==> config.mk <==
export PLATFORM = sky130hd
export DESIGN_NAME = vic_top
export DESIGN_NICKNAME = d
export VERILOG_FILES = /design/src/logic/vic_pkg.sv /design/src/logic/vic_edge_detect.sv /design/src/logic/vic_top.sv
export SDC_FILE = /design/constraint.sdc
export NUM_CORES = 1
export LEC_CHECK = 0
export BUFFER_PORTS_ARGS = -buffer_cell sky130_fd_sc_hd__buf_4
export CAP_MARGIN = 20
export CORE_MARGIN = 5
export CORE_UTILIZATION = 44
export CTS_BUF_LIST = sky130_fd_sc_hd__clkbuf_4 sky130_fd_sc_hd__clkbuf_8
export CTS_CLUSTER_SIZE = 8
export DETAILED_ROUTE_END_ITERATION = 8
export GPL_ROUTABILITY_DRIVEN = 0
export GPL_TIMING_DRIVEN = 0
export PLACE_DENSITY = 0.82
export SYNTH_ARGS = -nofsm -noshare
export SYNTH_HDL_FRONTEND = slang
export SYNTH_HIERARCHICAL = 1
export SYNTH_SLANG_ARGS = --single-unit
==> constraint.sdc <==
create_clock -name hclk -period 2.9 [get_ports hclk]
set_clock_uncertainty 0.15 [all_clocks]
set_input_delay 0.29 -clock hclk [delete_from_list [all_inputs] [get_ports hclk]]
set_output_delay 0.29 -clock hclk [all_outputs]
set_load 0.005 [all_outputs]
==> src/logic/vic_pkg.sv <==
package vic_pkg;

  // ------------------------------------------------------------
  // sources, in priority order (index 0 is served first)
  // ------------------------------------------------------------
  localparam int NUM_SRC = 6;
  localparam int SRC_EXT = 0;
  localparam int SRC_ADC = 5;

  // ------------------------------------------------------------
  // vectors: source i calls VEC_BASE + i * VEC_STEP
  // ------------------------------------------------------------
  localparam logic [7:0] VEC_BASE = 8'h04;
  localparam logic [7:0] VEC_STEP = 8'h04;

  // ------------------------------------------------------------
  // register byte offsets
  // ------------------------------------------------------------
  localparam logic [7:0] OFS_CTRL0  = 8'h00;
  localparam logic [7:0] OFS_CTRL1  = 8'h04;
  localparam logic [7:0] OFS_STATUS = 8'h08;

  // ------------------------------------------------------------
  // field positions
  // ------------------------------------------------------------
  localparam int BIT_MASTER = 0;
  localparam int BIT_ST_VEC = 0;
  localparam int BIT_ST_PEND = 8;
  // enable and flag bit of each source inside its control register
  localparam int EN_POS  [NUM_SRC] = '{1, 2, 3, 0, 1, 2};
  localparam int FLG_POS [NUM_SRC] = '{4, 5, 6, 4, 5, 6};
  // which control register holds the source: 0 or 1
  localparam logic SRC_REG [NUM_SRC] = '{1'b0, 1'b0, 1'b0, 1'b1, 1'b1, 1'b1};

  // ------------------------------------------------------------
  // reset values
  // ------------------------------------------------------------
  localparam logic [5:0] RST_EN    = 6'h00;
  localparam logic [5:0] RST_FLAG  = 6'h00;
  localparam logic       RST_MASTER = 1'b0;
  localparam logic       RST_PIN   = 1'b1;

  // ------------------------------------------------------------
  // bus encodings
  // ------------------------------------------------------------
  localparam logic [1:0] HTRANS_NONSEQ = 2'h2;
  localparam logic [1:0] HTRANS_SEQ    = 2'h3;

endpackage

==> src/logic/vic_edge_detect.sv <==
module vic_edge_detect
  import vic_pkg::*;
#(
  parameter bit BOTH_EDGES = 1'b0
) (
  input  wire logic hclk,
  input  wire logic hresetn,
  input  wire logic pin,
  output logic      edge_pulse
);

  logic pin_reg;

  // idle level is high, so reset cannot fake a falling edge
  always_ff @(posedge hclk or negedge hresetn) begin
    if (!hresetn) begin
      pin_reg <= RST_PIN;
    end else begin
      pin_reg <= pin;
    end
  end

  always_comb begin
    if (BOTH_EDGES) begin
      edge_pulse = pin_reg ^ pin;
    end else begin
      edge_pulse = pin_reg & ~pin;
    end
  end

endmodule

==> src/logic/vic_top.sv <==
// Local design decisions: the AHB-Lite register port and the register addresses.
module vic_top
  import vic_pkg::*;
#(
  parameter bit BOTH_EDGES = 1'b0
) (
  input  wire logic        hclk,
  input  wire logic        hresetn,
  input  wire logic        hsel,
  input  wire logic [31:0] haddr,
  input  wire logic [1:0]  htrans,
  input  wire logic        hwrite,
  input  wire logic [2:0]  hsize,
  input  wire logic [31:0] hwdata,
  input  wire logic        hready,
  output logic [31:0]      hrdata,
  output logic             hreadyout,
  output logic             hresp,
  input  wire logic        cycle_phase_two,
  input  wire logic        stack_full,
  input  wire logic        ext_irq_pin,
  input  wire logic [3:0]  tmr_overflow,
  input  wire logic        adc_request,
  input  wire logic        core_powered_down,
  input  wire logic        reti_exec,
  output logic             call_req,
  output logic [7:0]       call_vector,
  output logic             pc_push,
  output logic             pc_pop,
  output logic             wake_req
);

  logic [5:0]  enable_reg;
  logic [5:0]  flag_reg;
  logic        master_irq_enable;
  logic [5:0]  hw_set;
  logic [5:0]  pending;
  logic [5:0]  grant;
  logic        take;
  logic        ext_edge;
  logic        wr_pend_reg;
  logic [7:0]  wr_addr_reg;
  logic        addr_ok;
  logic [31:0] rd_next;
  logic [7:0]  vec_next;
  logic [7:0]  last_vec_reg;
  logic        call_reg;
  logic        push_reg;
  logic        pop_reg;
  logic        wake_reg;
  logic [31:0] rdata_reg;

  // ------------------------------------------------------------
  // request sources
  // ------------------------------------------------------------
  vic_edge_detect #(
    .BOTH_EDGES (BOTH_EDGES)
  ) u_edge (
    .hclk       (hclk),
    .hresetn    (hresetn),
    .pin        (ext_irq_pin),
    .edge_pulse (ext_edge)
  );

  assign hw_set = {adc_request, tmr_overflow, ext_edge};

  // ------------------------------------------------------------
  // arbitration
  // ------------------------------------------------------------
  // master gates every call request (not wake), stack full holds the request back
  assign pending = (master_irq_enable && !stack_full) ? (flag_reg & enable_reg)
                                                      : 6'h00;

  always_comb begin
    grant    = 6'h00;
    vec_next = VEC_BASE;
    for (int i = NUM_SRC - 1; i >= 0; i--) begin
      if (pending[i]) begin
        grant    = 6'h00;
        grant[i] = 1'b1;
        vec_next = 8'(VEC_BASE + 8'(i) * VEC_STEP);
      end
    end
  end

  // one decision per instruction cycle
  assign take = cycle_phase_two && (pending != 6'h00);

  // ------------------------------------------------------------
  // bus slave: zero wait states, always okay
  // ------------------------------------------------------------
  assign addr_ok = hsel && hready && (htrans == HTRANS_NONSEQ || htrans == HTRANS_SEQ);

  always_ff @(posedge hclk or negedge hresetn) begin
    if (!hresetn) begin
      wr_pend_reg <= 1'b0;
      wr_addr_reg <= 8'h00;
    end else begin
      if (hready) begin
        wr_pend_reg <= addr_ok && hwrite;
        wr_addr_reg <= haddr[7:0];
      end
    end
  end

  always_comb begin
    rd_next = 32'h0000_0000;
    unique case (haddr[7:0])
      OFS_CTRL0: begin
        rd_next[BIT_MASTER] = master_irq_enable;
        for (int i = 0; i < NUM_SRC; i++) begin
          if (!SRC_REG[i]) begin
            rd_next[EN_POS[i]]  = enable_reg[i];
            rd_next[FLG_POS[i]] = flag_reg[i];
          end
        end
      end
      OFS_CTRL1: begin
        for (int i = 0; i < NUM_SRC; i++) begin
          if (SRC_REG[i]) begin
            rd_next[EN_POS[i]]  = enable_reg[i];
            rd_next[FLG_POS[i]] = flag_reg[i];
          end
        end
      end
      OFS_STATUS: begin
        rd_next[BIT_ST_VEC +: 8]  = last_vec_reg;
        rd_next[BIT_ST_PEND +: 6] = pending;
      end
      default: rd_next = 32'h0000_0000;
    endcase
  end

  always_ff @(posedge hclk or negedge hresetn) begin
    if (!hresetn) begin
      rdata_reg <= 32'h0000_0000;
    end else begin
      if (addr_ok && !hwrite) begin
        rdata_reg <= rd_next;
      end
    end
  end

  // ------------------------------------------------------------
  // enables, flags, master
  // ------------------------------------------------------------
  logic wr_ctrl0;
  logic wr_ctrl1;

  assign wr_ctrl0 = wr_pend_reg && (wr_addr_reg == OFS_CTRL0);
  assign wr_ctrl1 = wr_pend_reg && (wr_addr_reg == OFS_CTRL1);

  generate
    for (genvar g = 0; g < NUM_SRC; g++) begin : g_src
      logic sw_wr;
      assign sw_wr = SRC_REG[g] ? wr_ctrl1 : wr_ctrl0;

      always_ff @(posedge hclk or negedge hresetn) begin
        if (!hresetn) begin
          enable_reg[g] <= RST_EN[g];
        end else if (sw_wr) begin
          enable_reg[g] <= hwdata[EN_POS[g]];
        end
      end

      // later assignments win: software, then service, then hardware set
      always_ff @(posedge hclk or negedge hresetn) begin
        if (!hresetn) begin
          flag_reg[g] <= RST_FLAG[g];
        end else begin
          if (sw_wr) begin
            flag_reg[g] <= hwdata[FLG_POS[g]];
          end
          if (take && grant[g]) begin
            flag_reg[g] <= 1'b0;
          end
          if (hw_set[g]) begin
            flag_reg[g] <= 1'b1;
          end
        end
      end
    end
  endgenerate

  // a write that lands with a call loses: the call must block nesting
  always_ff @(posedge hclk or negedge hresetn) begin
    if (!hresetn) begin
      master_irq_enable <= RST_MASTER;
    end else begin
      if (wr_ctrl0) begin
        master_irq_enable <= hwdata[BIT_MASTER];
      end
      if (take) begin
        master_irq_enable <= 1'b0;
      end
    end
  end

  // ------------------------------------------------------------
  // core side
  // ------------------------------------------------------------
  always_ff @(posedge hclk or negedge hresetn) begin
    if (!hresetn) begin
      call_reg     <= 1'b0;
      push_reg     <= 1'b0;
      last_vec_reg <= 8'h00;
    end else begin
      call_reg <= take;
      push_reg <= take;
      if (take) begin
        last_vec_reg <= vec_next;
      end
    end
  end

  always_ff @(posedge hclk or negedge hresetn) begin
    if (!hresetn) begin
      pop_reg <= 1'b0;
    end else begin
      pop_reg <= reti_exec;
    end
  end

  // wake ignores master so a sleeping core still resumes
  always_ff @(posedge hclk or negedge hresetn) begin
    if (!hresetn) begin
      wake_reg <= 1'b0;
    end else begin
      wake_reg <= core_powered_down && ((flag_reg & enable_reg) != 6'h00);
    end
  end

  assign hrdata      = rdata_reg;
  assign hreadyout   = 1'b1;
  assign hresp       = 1'b0;
  assign call_req    = call_reg;
  assign call_vector = last_vec_reg;
  assign pc_push     = push_reg;
  assign pc_pop      = pop_reg;
  assign wake_req    = wake_reg;

  // ------------------------------------------------------------
  // checks
  // ------------------------------------------------------------
  a_call_on_phase: assert property (@(posedge hclk) disable iff (!hresetn)
    call_req |-> $past(cycle_phase_two))
    else $error("call without phase-two sample");

  a_ext_priority: assert property (@(posedge hclk) disable iff (!hresetn)
    (take && pending[SRC_EXT]) |=> (call_vector == VEC_BASE))
    else $error("external request lost priority");

  a_adc_vector: assert property (@(posedge hclk) disable iff (!hresetn)
    (take && pending == 6'h20) |=> (call_vector == 8'h18))
    else $error("adc vector wrong");

  a_vec_range: assert property (@(posedge hclk) disable iff (!hresetn)
    call_req |-> (call_vector >= 8'h04 && call_vector <= 8'h18 && call_vector[1:0] == 2'h0))
    else $error("vector out of table");

  a_master_gate: assert property (@(posedge hclk) disable iff (!hresetn)
    (!master_irq_enable || stack_full) |=> !call_req)
    else $error("call taken while blocked");

  a_master_clear: assert property (@(posedge hclk) disable iff (!hresetn)
    call_req |-> !master_irq_enable)
    else $error("master enable not cleared on call");

  a_hw_set_wins: assert property (@(posedge hclk) disable iff (!hresetn)
    hw_set[SRC_EXT] |=> flag_reg[SRC_EXT])
    else $error("hardware set lost");

  a_flag_hold: assert property (@(posedge hclk) disable iff (!hresetn)
    (flag_reg[SRC_ADC] && !wr_ctrl1 && !take) |=> flag_reg[SRC_ADC])
    else $error("flag dropped by itself");

  a_push_pairs: assert property (@(posedge hclk) disable iff (!hresetn)
    call_req == pc_push)
    else $error("push not paired with call");

  a_pop_follows: assert property (@(posedge hclk) disable iff (!hresetn)
    reti_exec |=> pc_pop)
    else $error("return did not pop");

  a_pop_only_reti: assert property (@(posedge hclk) disable iff (!hresetn)
    pc_pop |-> $past(reti_exec))
    else $error("pop without return");

  a_call_one_cycle: assert property (@(posedge hclk) disable iff (!hresetn)
    call_req |=> !call_req)
    else $error("call held past one cycle");

  a_ext_enabled: assert property (@(posedge hclk) disable iff (!hresetn)
    (call_req && call_vector == VEC_BASE) |-> $past(enable_reg[SRC_EXT]))
    else $error("external call while disabled");

  a_adc_enabled: assert property (@(posedge hclk) disable iff (!hresetn)
    (call_req && call_vector == 8'h18) |-> $past(enable_reg[SRC_ADC]))
    else $error("adc call while disabled");

  a_tmr1_vector: assert property (@(posedge hclk) disable iff (!hresetn)
    (take && pending[2:0] == 3'h4) |=> (call_vector == 8'h0C))
    else $error("timer 1 vector wrong");

  a_flag_cleared: assert property (@(posedge hclk) disable iff (!hresetn)
    (take && grant[SRC_ADC] && !hw_set[SRC_ADC]) |=> !flag_reg[SRC_ADC])
    else $error("serviced flag not cleared");

  a_tmr_flag_set: assert property (@(posedge hclk) disable iff (!hresetn)
    tmr_overflow[0] |=> flag_reg[SRC_EXT + 1])
    else $error("timer overflow flag not set");

  a_adc_flag_set: assert property (@(posedge hclk) disable iff (!hresetn)
    adc_request |=> flag_reg[SRC_ADC])
    else $error("adc request flag not set");

  a_wake_source: assert property (@(posedge hclk) disable iff (!hresetn)
    (core_powered_down && (flag_reg & enable_reg) != 6'h00) |=> wake_req)
    else $error("no wake for enabled source");

  a_nest_allowed: assert property (@(posedge hclk) disable iff (!hresetn)
    (wr_ctrl0 && hwdata[BIT_MASTER] && !take) |=> master_irq_enable)
    else $error("master set was lost");

endmodule

### Word-level counts from Yosys, hierarchy flattened

Cells that the tools add are included.
W data, S select, Z words.

| storage, ports and cells | value |
|---|---|
| bits in registers | 48 |
| latch bits | 0 |
| bits in writable memories | 0 |
| memory bits (read-only) | 0 |
| input port bits | 84 |
| output and inout port bits | 46 |
| memories | 0 |

| cells by class | value |
|---|---|
| add/subtract/negate cells | 0 |
| $mul | 0 |
| divide/modulo/power cells | 0 |
| $lt $le $gt $ge | 0 |
| eq/ne operators | 5 |
| shift-type cells | 0 |
| muxes and demuxes | 37 |
| bitwise operators | 3 |
| reduce and logical (&&, ||, !) cells | 29 |

Operators with widths:

| kind | count |
|---|---|
| $mux W6 | 7 |
| $mux W5 | 6 |
| $mux W1 | 20 |
| $pmux W3 S3 | 2 |
| $reduce_bool A3 Y1 | 6 |
| $eq A8 B3 Y1 const B | 2 |
| $logic_not A8 Y1 | 2 |
| $logic_and A1 B1 Y1 | 15 |
| $reduce_bool A6 Y1 | 2 |
| $eq A8 B4 Y1 const B | 1 |
| $mux W7 | 1 |
| $and A6 B6 Y6 | 1 |
| $eq A2 B2 Y1 const B | 2 |
| $logic_not A1 Y1 | 2 |
| $pmux W1 S2 | 1 |
| $reduce_bool A2 Y1 | 1 |
| $and A1 B1 Y1 | 1 |
| $logic_or A1 B1 Y1 | 1 |
| $not A1 Y1 | 1 |

### Longest topological paths before layout

Gate-level depths: netlist (run 1).

| depth | value |
|---|---|
| word-level depth | 12 |
| mapped depth | 5 |

### Hierarchy

Netlist (run 1), hierarchy kept.

By module, submodules not included:

| module | times used | cells an instance | area an instance (um^2) | seq. area each (um^2) |
|---|---|---|---|---|
| vic_top | 1 | 192 | 2067.0 | 1026.0 |
| vic_edge_detect | 1 | 2 | 40.0 | 26.3 |

### Least setup slack after synthesis (run 1)

No wires, ideal clock.

| timing path | value |
|---|---|
| kind | reg-to-reg |
| from | register wr_addr_reg[4] |
| to | register flag_reg[0] |
| arrival | 1.794 ns |
| data required time | 2.632 ns |
| slack | 0.838 ns |
| cell stages (with the launch flop) | 5 |
| cells stage by stage | dfrtp_1 > or4b_1 > nor3_4 > mux2_2 > a21o_1 |

| on the way | value |
|---|---|
| word-level cells in the longest chain between the ends | 3 |

Ends and longest elaborated chain:

| element | line | RTL |
|---|---|---|
| start, declared | vic_top.sv:42 | `logic [7:0] wr_addr_reg;` |
| start signal, assigned | vic_top.sv:101 | `wr_addr_reg <= haddr[7:0];` |
| $logic_not A8 Y1 | vic_top.sv:150 | `assign wr_ctrl0 = wr_pend_reg && (wr_addr_reg == OFS_CTRL0);` |
| $logic_and A1 B1 Y1 | vic_top.sv:150 |  |
| $reduce_bool A3 Y1 (no source line) | n/a |  |
| end signal, assigned by index | vic_top.sv:169 | `flag_reg[g] <= RST_FLAG[g];` |
| end signal, assigned by index | vic_top.sv:172 | `flag_reg[g] <= hwdata[FLG_POS[g]];` |
| end, declared | vic_top.sv:34 | `logic [5:0] flag_reg;` |

Every way passes these cells.
A chain may end at the register's enable or synchronous reset.

### Worst setup path after layout (run 1)

Ends and elaborated chain as after synthesis.

==> results list, run 1 <==
- The flow ran to the end, and the final reports show no timing, DRC or antenna violations.
- FFs w/ async S/R, synth: 100%
* CTS tree: done
* Placed Area: 0.00263 mm2
- Share of the core filled with cells in the final layout: 58.8%
- The max-slew violation count came to 0.
* EDFF count, synth: 0
* Drc violations: 0
- Vias per Instance: 4.97
* DRT Wirelength: 4.59 mm
- In this run, the clock network consumes 32.3% of the power.
- The post-route netlist has 38.5% of its cells at a drive strength greater than 1.
- Total global routing overflow: 0
- Standby leakage power: 1.35 nW
* Area used by sequential logic in the layout: 0.00105 mm2
- Antenna violations before repair: 0
- Vertical extent of the die: 79.2 um
- From synthesis to final layout, the design area changed by 30.9%.
* Most common cell after layout, fill and taps aside: sky130_fd_sc_hd__buf_4
- Yosys reg bits: 42
* Placeable core region: 0.00469 mm2
- Combinational cells account for 14.7% of the total power.
- Number of placement rows: 25
- Switching power of the nets: 298 uW
- The worst setup path is of the register to register kind.
* Worst vdd rail ir drop: 0.000217 V
* Final critical delay including setup and external delays: 2.24 ns
- Headroom to the max-slew limit came out at 45.7%.
* Setup-failing EPs final: 0
* Yosys top cell by area: sky130_fd_sc_hd__dfrtp_1
* Worst Path Arrival: 2.27 ns
* Per-instance average area after synthesis: 10.9 um2
- The first TritonRoute pass finished after 5 iterations.
* Count of clock tree sinks: 42
* Commonest register cell after synthesis: sky130_fd_sc_hd__dfrtp_1
- Of the synthesized area, sequential elements account for 49.9%.
- Period Utilization, post-route: 77.3%
- No sink is reached through more buffers than the 2 on the longest clock path.
* Achievable clock frequency: 446 MHz
* DP Wirelength: 3.74 mm
- Flip-flop count of the largest register after layout: 13
- Synthesized-area fraction occupied by ao, oa, aoi and oai cells: 9.86%
- The number of setup buffers added after CTS is 0.
* DRT antenna net count: 0
- The count of final hold-check violations was 0.
- Sequential cells account for 53.0% of the total power.
- Peak fanout along the critical path: 8
* Gate count after technology mapping: 194
- DR WL/cell: 13.8 um
- Pwr Density: 437 mW/mm2
- At the end of the flow, the number of nets in the layout was 361.
* GRT Total Usage: 15.0%
- The floorplan step set the die width to 79.2 um.
- The first global-routing pass estimated 7.51 mm of wire.
* Ranking of synthesized cells by area: sky130_fd_sc_hd__dfrtp_1 49%, sky130_fd_sc_hd__buf_4 9.6%, sky130_fd_sc_hd__mux2_2 8.0%, sky130_fd_sc_hd__mux2i_1 5.2%, sky130_fd_sc_hd__nand2_1 4.3%
- Adder-cell area share of the yosys netlist: 0%
* Initial DRC Count: 99
* Total of fill cells in the finished design: 412
- The worst setup path is captured at a register.
- Max-capacitance violation count: 0
- In this run the clock root is driven by a sky130_fd_sc_hd__clkbuf_8.
* IO Port Bufs: 49
* Area enclosed by the die boundary: 0.00627 mm2
* Worst min-delay path class: input port to register
- At the worst endpoint, the required time is 2.93 ns.
- Post-synthesis xor/xnor area fraction: 0%
- The synthesized netlist contains 41 unique library cells.
- By area, the combinational part of the netlist is dominated by simple AND/OR/NAND/NOR gates.
- In the post-route analysis, the smallest setup slack over all paths is 0.658 ns.
- # H-tree levels: 2
- After synthesis the cells add up to 0.00211 mm2.
- Actual slew at the worst max-slew pin: 0.810 ns
* Min Hold Slack: 0.0402 ns
* Internal power consumption: 908 uW
* Unrepaired setup endpoints after global routing: no
* Synth warnings: 6
- For this design the top-level I/O count stands at 130.
- The finished cells cover 0.00276 mm2.
* Number of cells upsized or downsized after cts: 0
* Aggregate negative setup slack: 0 ns
- The number of antenna diodes in the final layout is 0.
* Clock slew at reported path FFs: 0.08 ns
* Setup slack of the worst register-to-register path: 0.66 ns
- Top-area cell type share of the netlist area: 48.7%
- Entering global routing, the biggest net connects 43 pins.
* Via count of the first global-routing pass: 1581
- Summing the areas of all and, or, nand and nor instances in the mapped netlist gives 15.3% of the synthesized area.
* Switching power share of the total: 24.7%
- The initial utilization of the core area, before any placement, comes to 44.9%.
* Number of buffers added by the clock tree synthesis step: 5
- Prior to clock tree synthesis, the placed netlist has a worst setup slack of 0.653 ns.
- For this block, the via count after detailed routing is 1649.
* Share of cell area taken by muxes after synthesis: 13.2%
* Area of the multi-input gates: 907 um2
- Most frequent cells in the layout: 76 x sky130_fd_sc_hd__buf_4, 41 x sky130_fd_sc_hd__dfrtp_1, 26 x sky130_fd_sc_hd__conb_1, 24 x sky130_fd_sc_hd__nand2_1, 15 x sky130_fd_sc_hd__mux2_2
- Clk Latency, worst-skew pair: 0.29 ns
- STA classifies the critical path startpoint as a register.
power groups by stage:
stage	logic [mW]	registers, mW	clock network [mW]
after floorplan	0.0931	0.645	0
final	0.177	0.639	0.390
after CTS	0.177	0.638	0.392
after global placement	0.171	0.648	0
after detailed placement	0.174	0.650	0
after global routing	0.197	0.644	0.426
Yosys cell counts (3+ instances only):
cell type and instances:
sky130_fd_sc_hd__mux2_2 15, sky130_fd_sc_hd__mux2i_1 11, sky130_fd_sc_hd__buf_4 27, sky130_fd_sc_hd__nand3_1 3, sky130_fd_sc_hd__nand4_1 3, sky130_fd_sc_hd__nand2b_1 3
sky130_fd_sc_hd__clkbuf_1 3, sky130_fd_sc_hd__o21bai_1 3, sky130_fd_sc_hd__nand2_1 24, sky130_fd_sc_hd__a211oi_1 3, sky130_fd_sc_hd__dfrtp_1 41, sky130_fd_sc_hd__nor2_1 6
sky130_fd_sc_hd__nor3_1 5, sky130_fd_sc_hd__o21ai_0 8, sky130_fd_sc_hd__inv_1 5, sky130_fd_sc_hd__o21ai_1 4
cell type report:
cell class | count | area share, %
Timing Repair Buffer | 52 | 14.4
Buffer | 31 | 7.94
Inverter | 5 | 0.681
Multi-Input combinational cell | 140 | 32.9
Sequential cell | 42 | 38.2
Tap cell | 54 | 2.45
Clock inverter | 2 | 0.454
Clock buffer | 6 | 2.99
through the flow:
stage	cells	total power, mW
final	332	1.21
after CTS	332	1.21
after global routing	332	1.27
after floorplan	218	0.738
after detailed placement	321	0.824
after global placement	321	0.820
metal layers:
metal / up-vias / global-route usage [%] / wire, um
met5: - / 0 / 0
met4: 0 / 3.61 / 42
met1: 767 / 20.0 / 2000
met2: 74 / 24.2 / 2150
li1: 801 / - / -
met3: 7 / 4.42 / 395
kinds of logic (layout without fill, tap and decap cells):
family	after synthesis	after routing
flip-flops	42	42
other	2	26
multiplexers	26	26
AND/OR/NAND/NOR	58	58
buffers and inverters	36	96
AO/OA/AOI/OAI	30	30
repair_timing:
action                                 in CTS  in global routing
setup endpoints to repair                   0                  0
hold buffers                                3                  0
endpoints found under the hold margin      43                  0
final timing paths:
| check | from | endpoint | cells past startpoint |
|---|---|---|---|
| worst max-delay path | wr_addr_reg[4]$_DFFE_PN0P_ | flag_reg[0]$_DFFE_PN0P_ | 4 |
| worst min-delay path | adc_request | flag_reg[5]$_DFFE_PN0P_ | 2 |
| worst max register to register | wr_addr_reg[4]$_DFFE_PN0P_ | flag_reg[0]$_DFFE_PN0P_ | 4 |
| worst min register to register | hrdata[3]$_DFFE_PN0P_ | hrdata[3]$_DFFE_PN0P_ | 2 |
| max in group asynchronous | hresetn | u_edge/pin_reg$_DFF_PN1_ | 2 |
| min in group asynchronous | hresetn | wake_req$_DFF_PN0_ | 2 |
worst max-delay path: stages, from the launching register on:
cell and delay (ns):
sky130_fd_sc_hd__dfrtp_1 0.38, sky130_fd_sc_hd__or4b_1 0.59, sky130_fd_sc_hd__nor3_4 0.45, sky130_fd_sc_hd__mux2_2 0.39
sky130_fd_sc_hd__a21o_1 0.17
Note: power is estimated with default switching activity, not from simulation.
==> run 2: changes to the inputs <==
==> constraint.sdc (replaced) <==
create_clock -name hclk -period 2.25 [get_ports hclk]
set_clock_uncertainty 0.15 [all_clocks]
set_input_delay 0.225 -clock hclk [delete_from_list [all_inputs] [get_ports hclk]]
set_output_delay 0.225 -clock hclk [all_outputs]
set_load 0.005 [all_outputs]
==> run 2 against run 1 <==
Power increased by 29%; sequential share of layout area fell by 0.61 points; highest routed layer unchanged; clock power grew 29%; cell area is 1.6% higher; largest cell class unchanged; sequential cell count is the same; critical path type unchanged; via count increased by 1.7%; critical endpoint is now enable_reg[3]$_DFFE_PN0P_; utilization increased by 0.96 points; count of clock-buffer cells in the layout unchanged; first-iteration DRC count increased by 2.0%; global-route usage grew 0.39 points; sequential power grew 29%.
==> results list, run 2 (synthesized netlist as in run 1, its figures left out) <==
* Max-slew violations: 0
- Startpoint of the worst hold path: hwdata[2]
- Initial DRC Count: 101
- After filler insertion, the fill cell instance count of the layout stands at 409.
- Placeable core region: 0.00469 mm2
* WL met1: 2.02 mm
- After layout, the minimum clock period comes to 2.06 ns.
- Proportion of layout cells with a drive suffix above 1: 38.5%
- The worst register-to-register path has a setup slack of 0.19 ns.
- Once layout is complete, the utilization of the core stands at 59.7%.
- Data arrives at the worst endpoint at 2.08 ns.
* Aggregate negative setup slack: 0 ns
- Number of cells upsized or downsized after cts: 0
- Worst min-delay path class: input port to register
* CP peak stage delay: 0.59 ns
- Number of vias in the routed layout: 1677
- Total length of routed met2 wires: 2.24 mm
- Element type at the critical path end: register
- Number of cells on the worst hold path: 2
- The detail route stage leaves a number of antenna-violating nets equal to 0.
- The slowest stage of the critical path is the sky130_fd_sc_hd__or4b_1 cell.
- Summed over all cells, the static leakage comes to 1.38 nW.
- Pin count of the biggest net entering global routing: 43
* Worst slew slack as a fraction of its limit: 45.8%
- Initial standard-cell utilization of the core: 44.9%
- The first global-routing pass estimated 7.67 mm of wire.
* Clk Latency, worst-skew pair: 0.29 ns
- Vertical extent of the die: 79.2 um
- Ports placed on the boundary: 130
- GRT Total Usage: 15.4%
- Bufs and invs on worst path: 1
- Derived from the worst setup path, the maximum achievable clock frequency is 486 MHz.
- Depth of the worst register-to-register path: 4
- For this run, design rule violations remaining after detail routing come to 0.
- For this run the aggregate overflow at the end of global routing stands at 0.
- Critical Path RT: 2.27 ns
- At the end of the flow, the number of nets in the layout was 366.
* Ordered cell list for the critical path: or4b_1 > or3_1 > buf_2 > mux2_2
- CTS built an H-tree with a depth of 2.
* First-pass iteration count of the detailed router: 4
* Routed wl met3: 385 um
- Dividing the final minimum period by the clock period gives 91.4%.
- The worst register-to-register path ends at enable_reg[3]$_DFFE_PN0P_.
- At the pin with the least slew margin, the transition time is 0.808 ns.
- The register with the most flip-flops in the layout has 13 of them.
- Number of antenna diodes: 0
* Clock slew at reported path FFs: 0.08 ns
* Via count of the first global-routing pass: 1615
- Setup repair after global routing left no endpoint under its margin.
* Count of clock tree sinks: 42
- DR WL/cell: 14.0 um
- The library cell used most frequently in the layout, excluding fill and tap cells, is sky130_fd_sc_hd__buf_4.
- IR analysis of the VDD net gives a maximum drop of 0.000287 V.
* Delay-heaviest family, CP: simple AND/OR/NAND/NOR gates
* Pwr Density: 556 mW/mm2
- Min Hold Slack: 0.0208 ns
- DP Wirelength: 3.74 mm
- Hold Path End: enable_reg[5]$_DFFE_PN0P_
- Measured along the x axis, the die boundary spans 79.2 um.
- Across the run, the number of max-cap violations was 0.
- The longest clock path from root to sink contains 2 buffers.
* Number of placement rows: 25
- Routed signal wires occupy layers up through met4.
* Most frequent cells in the layout: 78 x sky130_fd_sc_hd__buf_4, 41 x sky130_fd_sc_hd__dfrtp_1, 26 x sky130_fd_sc_hd__conb_1, 24 x sky130_fd_sc_hd__nand2_1, 15 x sky130_fd_sc_hd__mux2_2
* Worst Setup Start Kind: register
* Source of the worst register-to-register timing path: wr_addr_reg[4]$_DFFE_PN0P_
- DRT Wirelength: 4.70 mm
- IO Port Bufs: 49
* Status: complete, no violations
- TritonCTS built the clock tree.
* Number of buffers added by the clock tree synthesis step: 5
- The number of antenna violations at the first check in global routing came to 0.
- The count of final hold-check violations is 0.
* Vias per Instance: 4.98
- Peak fanout along the critical path: 7
- CTS placed an instance of sky130_fd_sc_hd__clkbuf_8 at the clock tree root.
- Worst Setup Path Type: register to register
* Setup-failing EPs final: 0
- Area Growth Syn to Fin: 33.0%
- The die covers 0.00627 mm2.
run 2: changes by cell type in the layout (fill, tap and decap cells not counted), sizes merged:
| cell | change |
|---|---|
| dlygate4sd3 | +3 |
| buf | +2 |
run 2: worst max path at each step:
| stage | start | endpoint | slack [ns] | cells past startpoint |
|---|---|---|---|---|
| after floorplan | wr_addr_reg[4]$_DFFE_PN0P_ | flag_reg[0]$_DFFE_PN0P_ | 0.19 | 4 |
| after global placement | wr_addr_reg[4]$_DFFE_PN0P_ | flag_reg[0]$_DFFE_PN0P_ | 0.06 | 4 |
| after detailed placement | wr_addr_reg[4]$_DFFE_PN0P_ | flag_reg[0]$_DFFE_PN0P_ | 0.003 | 4 |
| after CTS | wr_addr_reg[4]$_DFFE_PN0P_ | enable_reg[3]$_DFFE_PN0P_ | 0.18 | 4 |
| after global routing | wr_addr_reg[4]$_DFFE_PN0P_ | enable_reg[4]$_DFFE_PN0P_ | 0.13 | 4 |
| final | wr_addr_reg[4]$_DFFE_PN0P_ | enable_reg[3]$_DFFE_PN0P_ | 0.19 | 4 |
run 2: stage by stage:
step	instance area [um2]	instances	power (mW)	setup WS, ns
6_report	2800	337	1.56	0.194
5_1_grt	2800	337	1.64	0.132
3_5_place_dp	2630	321	1.06	0.00344
4_1_cts	2800	337	1.56	0.182
2_1_floorplan	2200	218	0.951	0.188
3_3_place_gp	2630	321	1.06	0.0639
run 2: repair_timing:
| action | CTS | global route |
|---|---|---|
| setup endpoints to repair | 1 | 0 |
| hold buffers | 6 | 0 |
| hold endpoints to repair | 46 | 0 |
| setup buffers | 2 | 0 |
run 2: cell type report:
class / instances / area, um2 / share of cell area [%]
inverter: 5 / 18.8 / 0.670
clock inverter: 2 / 12.5 / 0.446
timing repair buffer: 57 / 443 / 15.8
sequential: 42 / 1050 / 37.5
buffer: 31 / 219 / 7.81
clock buffer: 6 / 82.6 / 2.95
tap: 54 / 67.6 / 2.41
multi-input combinational: 140 / 907 / 32.4
run 2: power by group:
part / leakage [nW] / switching [mW] / internal [mW]
registers: 0.517 / 0.0296 / 0.794
clock network: 0.0472 / 0.255 / 0.247
logic: 0.812 / 0.100 / 0.133
run 2: per-layer routing:
layer | global-route usage [%] | up-vias
met1 | 20.0 | 777
met4 | 4.30 | 0
met2 | 25.2 | 78
met3 | 4.42 | 8
li1 | - | 814
met5 | 0 | -
==> run 3: changes to the inputs <==
--- a/config.mk
+++ b/config.mk
@@ -14,7 +14,7 @@
 export DETAILED_ROUTE_END_ITERATION = 8
 export GPL_ROUTABILITY_DRIVEN = 0
 export GPL_TIMING_DRIVEN = 0
-export PLACE_DENSITY = 0.82
+export PLACE_DENSITY_LB_ADDON = 0.05
 export SYNTH_ARGS = -nofsm -noshare
 export SYNTH_HDL_FRONTEND = slang
 export SYNTH_HIERARCHICAL = 1
==> constraint.sdc (replaced) <==
create_clock -name hclk -period 2.25 [get_ports hclk]
set_clock_uncertainty 0.15 [all_clocks]
set_input_delay 0.225 -clock hclk [delete_from_list [all_inputs] [get_ports hclk]]
set_output_delay 0.225 -clock hclk [all_outputs]
set_load 0.05 [all_outputs]
==> run 3 against run 2 <==
Final cell count increased by 0.30%; cell area rose by 0.13%; critical path depth did not move; worst hold slack worse by 0.0013 ns; clock power down 2%; combinational power rose by 61%; global-route usage up 0.056 points; power is 8.4% higher; critical endpoint unchanged.
==> results list, run 3 (synthesized netlist as in run 1, its figures left out) <==
* Status: complete, no violations
* Max-capacitance violation count: 0
* Area of the multi-input gates: 907 um2
* Total of fill cells in the finished design: 433
- Area enclosed by the die boundary: 0.00627 mm2
- Total global routing overflow: 0
* Final instance area: 0.00281 mm2
- Share of the core filled with cells in the final layout: 59.8%
* Worst Setup Start Kind: register
* Standby leakage power: 1.38 nW
- Number of buffers added by the clock tree synthesis step: 5
- No sink is reached through more buffers than the 2 on the longest clock path.
- The first routing iteration left 76 violations.
- Once the floorplan was initialized, standard cells occupied 44.9% of the core.
- Most frequent cells in the layout: 79 x sky130_fd_sc_hd__buf_4, 41 x sky130_fd_sc_hd__dfrtp_1, 26 x sky130_fd_sc_hd__conb_1, 24 x sky130_fd_sc_hd__nand2_1, 15 x sky130_fd_sc_hd__mux2_2
- Unrepaired setup endpoints after global routing: no
- After clock tree synthesis, the clock-pin slew on the worst setup and hold paths is 0.07 ns.
- Setup slack of the worst register-to-register path: 0.19 ns
* First-pass GRT wire length: 7.58 mm
- The critical path crosses 4 cells after its start point.
- Including well taps, the total number of placed cells is 321.
- In this run the standard cell core region covers 0.00469 mm2.
- Placed Area: 0.00263 mm2
* Antenna violations before repair: 0
- In this run the tightest slew margin relative to its limit is 48.7%.
* Critical Path RT: 2.27 ns
* Die width: 79.2 um
* CP peak stage delay: 0.59 ns
- For this run, the detailed router's first-pass iteration total came to 4.
- Total number of nets in the final design: 367
* Worst vdd rail ir drop: 0.000323 V
- Number of hold violations in the final report: 0
* Ordered cell list for the critical path: or4b_1 > or3_1 > buf_2 > mux2_2
* Clk Latency, worst-skew pair: 0.29 ns
- Global routing consumed, over all layers together, 15.5% of the routing resources.
* Worst min-delay path class: input port to register
- In the final routed layout, each cell accounts on average for 13.8 um.
* Worst Setup Path Type: register to register
- Delay-heaviest family, CP: simple AND/OR/NAND/NOR gates
- Vertical extent of the die: 79.2 um
- Once layout is complete, the cells apart from fillers number 338.
* Max-slew violations: 0
* Worst Path Arrival: 2.08 ns
* Number of antenna diodes: 0
- Dividing the detail-routed via count by the number of cells gives 4.87.
- Pin count of the biggest net entering global routing: 43
- In this run the critical register-to-register path is captured at enable_reg[3]$_DFFE_PN0P_.
* # H-tree levels: 2
- Peak fanout along the critical path: 7
- Period Utilization, post-route: 91.4%
* CTS tree: done
- Aggregate negative setup slack: 0 ns
- In this run the worst setup path begins at wr_addr_reg[4]$_DFFE_PN0P_.
- Overall power consumption after layout is estimated at 1.69 mW.
* Depth of the worst register-to-register path: 4
- Ports placed on the boundary: 130
* Cell with the largest stage delay on the worst path: sky130_fd_sc_hd__or4b_1
- Derived from the worst setup path, the maximum achievable clock frequency is 486 MHz.
- Pwr Density: 602 mW/mm2
- CP Capture Point: enable_reg[3]$_DFFE_PN0P_
- After detailed routing, the total wire length is 4.66 mm.
- Clock tree synthesis selected as its root buffer the cell sky130_fd_sc_hd__clkbuf_8.
- Number of placement rows: 25
- In this run the most critical hold path is launched from hwdata[3].
- Drc violations: 0
- Summed over all nets, the half-perimeter wirelength after detailed placement is 3.64 mm.
- The clock period could shrink to 2.06 ns.
- Before CTS, the worst setup slack after placement is -0.0244 ns.
- Source of the worst register-to-register timing path: wr_addr_reg[4]$_DFFE_PN0P_
* Number of vias in the routed layout: 1646
* Via count of the first global-routing pass: 1547
- DRT antenna net count: 0
- Registers take 0.00105 mm2.
- Once the clock tree was built, the resizer swapped 0 gates to a different size.
- At the pin with the least slew margin, the transition time is 0.765 ns.
* Flip-flop count of the largest register after layout: 13
- Final hold analysis gives a worst-case slack of 0.0195 ns.
- IO Port Bufs: 49
- Number of cells on the worst hold path: 2
* Fin worst setup slack: 0.193 ns
* Count of clock tree sinks: 42
* Setup-failing EPs final: 0
* Area Growth Syn to Fin: 33.2%
- The worst setup path is captured at a register.
- The number of buffers and inverters on the critical path is 1.
* Most common cell after layout, fill and taps aside: sky130_fd_sc_hd__buf_4
* Proportion of layout cells with a drive suffix above 1: 38.7%
-- run 3: changes by cell type in the layout (fill, tap and decap cells not counted) --
cell                         delta
sky130_fd_sc_hd__clkinvlp_4     -1
sky130_fd_sc_hd__clkbuf_8       -1
sky130_fd_sc_hd__clkinv_2       -1
sky130_fd_sc_hd__clkbuf_4       +3
sky130_fd_sc_hd__buf_4          +1
-- run 3: worst reg2reg max path, cell delays in order (launching register included) --
cell and delay, ns:
sky130_fd_sc_hd__dfrtp_1 0.37, sky130_fd_sc_hd__or4b_1 0.59, sky130_fd_sc_hd__or3_1 0.36, sky130_fd_sc_hd__buf_2 0.19, sky130_fd_sc_hd__mux2_2 0.28
-- run 3: worst min path at each step --
stage | endpoint | slack [ns]
6_report | enable_reg[2]$_DFFE_PN0P_ | 0.02
5_1_grt | enable_reg[2]$_DFFE_PN0P_ | 0.002
4_1_cts | enable_reg[2]$_DFFE_PN0P_ | 0.01
3_5_place_dp | flag_reg[2]$_DFFE_PN0P_ | 0.09
3_3_place_gp | flag_reg[2]$_DFFE_PN0P_ | 0.1
2_1_floorplan | call_vector[2]$_DFFE_PN0P_ | -0.22
-- run 3: cell type report --
cell class	instances	share of cell area (%)
buffer	31	7.80
clock buffer	8	3.25
inverter	5	0.669
multi-input combinational	140	32.3
sequential	42	37.5
tap	54	2.41
timing repair buffer	58	16.0
-- run 3: power breakdown --
| part | leakage [nW] | switching, mW | internal, mW |
|---|---|---|---|
| Clock | 0.0498 | 0.235 | 0.257 |
| Combinational | 0.817 | 0.238 | 0.138 |
| Sequential | 0.517 | 0.0293 | 0.794 |
-- run 3: routing by layer --
| layer | up-vias | global-route usage [%] | part of all wire (%) | routed length [um] |
|---|---|---|---|---|
| met1 | 756 | 20.8 | 42 | 1960 |
| met4 | 0 | 4.12 | 0.64 | 30 |
| met3 | 5 | 4.42 | 10 | 464 |
| met2 | 72 | 24.6 | 47 | 2200 |
| met5 | - | 0 | 0 | 0 |
| li1 | 813 | - | - | - |
-- run 3: timing repair --
item,4_1_cts,5_1_grt
hold buffers,6,0
endpoints found under the setup margin,1,0
buffers inserted,3,0
endpoints found under the hold margin,46,0
